==> src/verilog/giq_regs.svh <==
`ifndef GIQ_REGS_SVH
`define GIQ_REGS_SVH

// ----------------------------------------
// Register map
// ----------------------------------------
`define GIQ_ADDR_W 4
`define GIQ_OFS_CTRL 4'h0
`define GIQ_OFS_QSEL 4'h4
`define GIQ_OFS_MODE 4'h8
`define GIQ_OFS_DATA 4'hC

// ----------------------------------------
// Fields and reset values
// ----------------------------------------
`define GIQ_PRD_W 8
`define GIQ_CTRL_RST 32'h0000_0000
`define GIQ_QSEL_RST 32'h0000_0000
`define GIQ_MODE_RST 32'h0000_0000

// ----------------------------------------
// Timing
// ----------------------------------------
`define GIQ_SYNC_STAGES 2
`define GIQ_SAMPLES_SHORT 3
`define GIQ_SAMPLES_LONG 6

`endif

==> src/verilog/giq_pkg.sv <==
package giq_pkg;
    typedef struct packed {
        logic [3:0] addr;
        logic [31:0] wdata;
        logic wr;
        logic rd;
    } giq_bus_req_t;
endpackage

==> src/verilog/giq_pin_filter.sv <==
`timescale 1ns/10ps
`default_nettype none
`include "giq_regs.svh"
module giq_pin_filter import giq_pkg::*; (
    input wire logic core_clk, // System clock
    input wire logic sys_rst, // Async reset
    input wire logic pin_sync, // Synchronised pin level
    input wire logic sample_en, // Group sample pulse
    input wire logic qualify, // Use sampled qualification
    input wire logic six_samples, // Six rather than three samples
    output logic level_q // Qualified level
);
    logic [5:0] hist_q;
    logic all_hi;
    logic all_lo;

    always_ff @(posedge core_clk or posedge sys_rst) begin
        if (sys_rst) begin
            hist_q <= 6'h00;
        end else if (sample_en) begin
            hist_q <= {hist_q[4:0], pin_sync};
        end
    end

    // Three samples span two periods, six span five
    always_comb begin
        if (six_samples) begin
            all_hi = &{hist_q[4:0], pin_sync};
            all_lo = ~|{hist_q[4:0], pin_sync};
        end else begin
            all_hi = &{hist_q[1:0], pin_sync};
            all_lo = ~|{hist_q[1:0], pin_sync};
        end
    end

    always_ff @(posedge core_clk or posedge sys_rst) begin
        if (sys_rst) begin
            level_q <= 1'b0;
        end else if (!qualify) begin
            level_q <= pin_sync;
        end else if (sample_en && all_hi) begin
            level_q <= 1'b1;
        end else if (sample_en && all_lo) begin
            level_q <= 1'b0;
        end
    end
endmodule
`default_nettype wire

==> src/verilog/giq_top.sv <==
`timescale 1ns/10ps
`default_nettype none
`include "giq_regs.svh"
module giq_top import giq_pkg::*; #(
    parameter int GROUPS = 4
) (
    input wire logic core_clk, // 25 MHz system clock
    input wire logic sys_rst, // Async reset, active high
    input wire logic [3:0] bus_addr, // Register address
    input wire logic [31:0] bus_wdata, // Write data
    input wire logic bus_wr, // Write strobe
    input wire logic bus_rd, // Read strobe
    output logic [31:0] bus_rdata, // Read data, cycle after strobe
    input wire logic [GROUPS*8-1:0] pin_in, // Asynchronous pins
    output logic [GROUPS*8-1:0] pin_qual // Qualified levels
);
    localparam int N = GROUPS * 8;

    giq_bus_req_t req;
    logic [31:0] port_qual_control_reg_q; // one period byte per group
    logic [31:0] qual_sample_select_reg_q;
    logic [31:0] qual_mode_reg_q;
    logic [N-1:0] sync1_q;
    logic [N-1:0] sync2_q;
    logic [GROUPS-1:0] tick;

    assign req = '{addr: bus_addr, wdata: bus_wdata, wr: bus_wr, rd: bus_rd};

    // ----------------------------------------
    // Register bus
    // ----------------------------------------
    always_ff @(posedge core_clk or posedge sys_rst) begin
        if (sys_rst) begin
            port_qual_control_reg_q <= `GIQ_CTRL_RST;
            qual_sample_select_reg_q <= `GIQ_QSEL_RST;
            qual_mode_reg_q <= `GIQ_MODE_RST;
        end else if (req.wr) begin
            if (req.addr == `GIQ_OFS_CTRL) begin
                port_qual_control_reg_q <= req.wdata;
            end else if (req.addr == `GIQ_OFS_QSEL) begin
                qual_sample_select_reg_q <= req.wdata;
            end else if (req.addr == `GIQ_OFS_MODE) begin
                qual_mode_reg_q <= req.wdata;
            end
        end
    end

    always_ff @(posedge core_clk or posedge sys_rst) begin
        if (sys_rst) begin
            bus_rdata <= 32'h0000_0000;
        end else if (req.rd) begin
            if (req.addr == `GIQ_OFS_CTRL) begin
                bus_rdata <= port_qual_control_reg_q;
            end else if (req.addr == `GIQ_OFS_QSEL) begin
                bus_rdata <= qual_sample_select_reg_q;
            end else if (req.addr == `GIQ_OFS_MODE) begin
                bus_rdata <= qual_mode_reg_q;
            end else if (req.addr == `GIQ_OFS_DATA) begin
                bus_rdata <= 32'(pin_qual);
            end else begin
                bus_rdata <= 32'h0000_0000;
            end
        end else begin
            bus_rdata <= 32'h0000_0000;
        end
    end

    // ----------------------------------------
    // Pin synchroniser
    // ----------------------------------------
    always_ff @(posedge core_clk or posedge sys_rst) begin
        if (sys_rst) begin
            sync1_q <= '0;
            sync2_q <= '0;
        end else begin
            sync1_q <= pin_in;
            sync2_q <= sync1_q;
        end
    end

    // ----------------------------------------
    // Group sample dividers
    // ----------------------------------------
    // Counter reloads at 2n-1, or 0 when n is 0; period change takes effect on next wrap
    for (genvar g = 0; g < GROUPS; g++) begin : g_div
        logic [7:0] prd;
        logic [8:0] cnt_q;
        assign prd = port_qual_control_reg_q[g*8 +: 8];
        assign tick[g] = (cnt_q == 9'h000);
        always_ff @(posedge core_clk or posedge sys_rst) begin
            if (sys_rst) begin
                cnt_q <= 9'h000;
            end else if (tick[g]) begin
                if (prd == 8'h00) begin
                    cnt_q <= 9'h000;
                end else begin
                    cnt_q <= {prd, 1'b0} - 9'h001;
                end
            end else begin
                cnt_q <= cnt_q - 9'h001;
            end
        end

    end

    for (genvar i = 0; i < N; i++) begin : g_pin
        giq_pin_filter u_filt (
            .core_clk(core_clk),
            .sys_rst(sys_rst),
            .pin_sync(sync2_q[i]),
            .sample_en(tick[i/8]),
            .qualify(qual_mode_reg_q[i]),
            .six_samples(qual_sample_select_reg_q[i]),
            .level_q(pin_qual[i])
        );
    end
endmodule
`default_nettype wire

==> config.mk <==
export PLATFORM = sky130hd
export DESIGN_NAME = giq_top
export DESIGN_NICKNAME = d
export VERILOG_FILES = /design/src/verilog/giq_pkg.sv /design/src/verilog/giq_pin_filter.sv /design/src/verilog/giq_top.sv
export VERILOG_INCLUDE_DIRS = /design/src /design/src/verilog
export SDC_FILE = /design/constraint.sdc
export NUM_CORES = 1
export LEC_CHECK = 0
export BUFFER_PORTS_ARGS = -buffer_cell sky130_fd_sc_hd__buf_2
export CAP_MARGIN = 20
export CORE_UTILIZATION = 40
export CTS_CLUSTER_DIAMETER = 40
export DETAILED_ROUTE_END_ITERATION = 10
export PLACE_DENSITY = 0.56
export SKIP_LAST_GASP = 1
export SYNTH_ARGS = -nofsm -noshare
export SYNTH_HDL_FRONTEND = slang
export SYNTH_SLANG_ARGS = --single-unit
==> constraint.sdc <==
create_clock -name core_clk -period 17.3 [get_ports core_clk]
set_clock_uncertainty 0.1 [all_clocks]
set_input_delay 0.865 -clock core_clk [delete_from_list [all_inputs] [get_ports core_clk]]
set_output_delay 0.865 -clock core_clk [all_outputs]
set_load 0.02 [all_outputs]
==> results.md <==
- Status: completed
- Max_cap viols: 0
- Worst Hold Path Cells: 0
- Required @ worst endpoint: 17.87 ns
- Synth Area per Inst: 10.1 um^2
- XOR/XNOR Fraction of Synth Area: 1.40%
- First-pass GRT wire length: 71.6 mm
- Final Instance Area: 21700 um^2
- Post-Synthesis Cells: 1791
- Min cycle time layout: 3.19 ns
- Fillcell total: 4058
- Inst Count DP: 2415
- Worst setup EP type: async pin
- Setup TNS: 0 ns
- Mapped Area: 18100 um^2
- Clock latency on the worst-skew pair: 0.60 ns
- Largest family of logic cells by synthesized area: simple AND/OR/NAND/NOR gates
- Final nets: 1980
- Synth area leader: dfrtp_1
- Met3 usage: 4.54%
- PortBufs: 135
- Synth top cells by count: nand2_1, dfrtp_1, o21ai_0
- Largest net degree at the start of global routing: 107
- Syn-to-layout area delta: 19.9%
- DP Wirelength: 27.2 mm
- Async S/R FF share, synth: 100%
- Final setup margin: 14.11 ns
- Worst EP arrival: 3.76 ns
- Row count: 77
- Yosys warning count: 0
- R2r endpoint: g_div[1].cnt_q[5]$_DFF_PP0_
- Vias: 13200
- Worst R2R Path Depth: 7
- Highest Clock Rate: 0.314 GHz
- CTS buffer count: 71
- Top-count cell post-synth: nand2_1
- Synth area leaders: dfrtp_1, nand2_1, mux2_2, o21ai_0, a21oi_1
- Pre-antenna DRT Iters: 5
- M2 GR Usage: 31.5%
- Reg area: 10500 um^2
- Area of the multi-input gates: 6890 um^2
- Drt total wl: 43.2 mm
- CP Class: in -> async
- Max-slew violation count: 0
- Die X: 215 um
- Synth Net Count: 1875
- Number of synthesized flops with an enable pin: 0
- GRT busiest layer: met2
- Remaining antenna violation count: 0
- Worst Hold Path EP: sync2_q[1]$_DFF_PP0_
- Routability Congestion: 0.779
- GRT overflow: 0
- Synth Flop Type: dfrtp_1
- Crit Path Max Fanout: 106
- Post-synth top area share: 58.0%
- Wire per inst: 17.0 um
- Leak pwr: 10.2 nW
- CTS Sinks: 420
- Relative slew margins: 29.6%
- Post-synthesis sequential element count: 420
- R2R Setup Slk: 14.46 ns
- Post-DR vias/cell: 5.18
- Layout cells sized above 1: 20.6%
- Hold Fails Final Rpt: 0
- Fin cells: 2547
- RSZ-0062 raised after global routing: no
- Worst reg2reg startpoint: g_div[1].cnt_q[0]$_DFF_PP0_
- DRC Markers: 0
- DIE AREA: 46100 um^2
- Sequential area share after synthesis: 58.0%
- Complex-gate fraction of the synthesized area: 11.6%
- Number of H-tree levels: 3
- Grt met1 use: 25.4%
- # resized after CTS: 0
- Initial core utilization: 40.8%
- Mux share of post-synthesis cell area: 6.06%
- Synth Area in Adders: 0.829%
- TritonCTS clock tree: built
- Post-synth cell types: 56
- CTS Root Cell: clkbuf_16
- PD cells: 154 nW/um^2
- Clock Tree Buf Depth: 3
- Hold Crit Start: sync1_q[1]$_DFF_PP0_
- I/O pin count: 136
- Die height: 215 um
- Hold buffer count at CTS: 0
- Tightest Pin Transition: 1.06 ns
- Synth Area in Simple Gates: 17.9%
- Clk slew on worst S/H paths: 0.05 ns
- Dpl ws: 13.29 ns
- Total GRT Usage: 19.3%
- Vias in the first global route: 13400
- CP Launch Type: input pin
- Antenna violations before repair: 4
- Postcts setup bufs: 0
- DP Area: 19100 um^2
- Period utilization: 18.4%
- Detailed Route Iter0 Violations: 807
- # setup viols final: 0
- VDD IR max: 0.0000848 V
- Hold/Removal Path Class: reg -> reg
- Core area: 44400 um^2
through the flow:
stage,power [mW],hold slack [ns],util [%]
3_5_place_dp,1.86,0.235,43.0
5_1_grt,3.53,0.241,48.9
2_1_floorplan,1.72,0.231,-
3_3_place_gp,1.84,0.232,43.0
6_report,3.35,0.240,48.9
4_1_cts,3.40,0.241,48.9
per-layer routing:
layer  vias to the layer above  share of wire, %
li1                       6380                 -
met5                         -             0.069
met3                        76               5.1
met2                       250                48
met1                      6479                45
met4                         4               2.4
how the worst max path moves through the flow:
stage | startpoint | end | slack (ns) | cells past startpoint
detailed placement | sys_rst | g_pin[3].u_filt.hist_q[0]$_DFFE_PP0P_ | 13.29 | 5
floorplan | sys_rst | bus_rdata[0]$_DFF_PP0_ | 4.64 | 1
global route | sys_rst | g_pin[3].u_filt.hist_q[2]$_DFFE_PP0P_ | 13.59 | 5
global placement | sys_rst | g_pin[3].u_filt.hist_q[2]$_DFFE_PP0P_ | 13.31 | 5
CTS | sys_rst | g_pin[3].u_filt.hist_q[0]$_DFFE_PP0P_ | 13.92 | 5
finish | sys_rst | g_pin[3].u_filt.hist_q[2]$_DFFE_PP0P_ | 14.11 | 5
worst max-delay path, stage by stage:
cell	delay, ns
buf_2	0.13
inv_8	0.50
buf_4	0.81
buf_4	0.69
buf_4	0.61
sequential cells by signal, summed over array words and instances (netlist names):
signal                    flops
g_pin.u_filt.hist_q         160
g_div.cnt_q                  36
bus_rdata                    32
g_pin.u_filt.level_q         32
port_qual_control_reg_q      32
qual_mode_reg_q              32
qual_sample_select_reg_q     32
sync1_q                      32
sync2_q                      32
layout make-up:
type / instances / share of cell area [%]
flip-flops and latches: 420 / 48.4
well taps: 592 / 3.41
clock buffers: 85 / 8.88
inverters: 41 / 0.743
clock inverters: 45 / 3.11
repair buffers: 153 / 3.73
multi-input cells: 1209 / 31.7
diodes: 2 / 0.0230
where the power goes:
| group | switching [mW] | internal [mW] |
|---|---|---|
| sequential | 0.212 | 1.18 |
| clock | 0.514 | 1.00 |
| combinational | 0.240 | 0.207 |
| total | 0.965 | 2.39 |
cell families after synthesis:
logic type	Yosys count
AOI/OAI and AO/OA	319
xor gates and xnor gates	29
adders and majority gates	12
buffers and inverters	162
DFF	420
muxes	99
and+or+nand+nor	750
cells in the final DEF, fill, tap and decap left out, types with 25 or more instances in the layout:
cell | synthesis | routed
a21oi_1 | 65 | 65
a22oi_1 | 33 | 33
buf_2 | 11 | 135
clkbuf_16 | 0 | 71
dfrtp_1 | 420 | 420
inv_1 | 41 | 40
mux2_2 | 85 | 85
nand2_1 | 560 | 560
nand3_1 | 54 | 54
o211ai_1 | 25 | 25
o21ai_0 | 94 | 94
(Power assumes the default switching activity.)
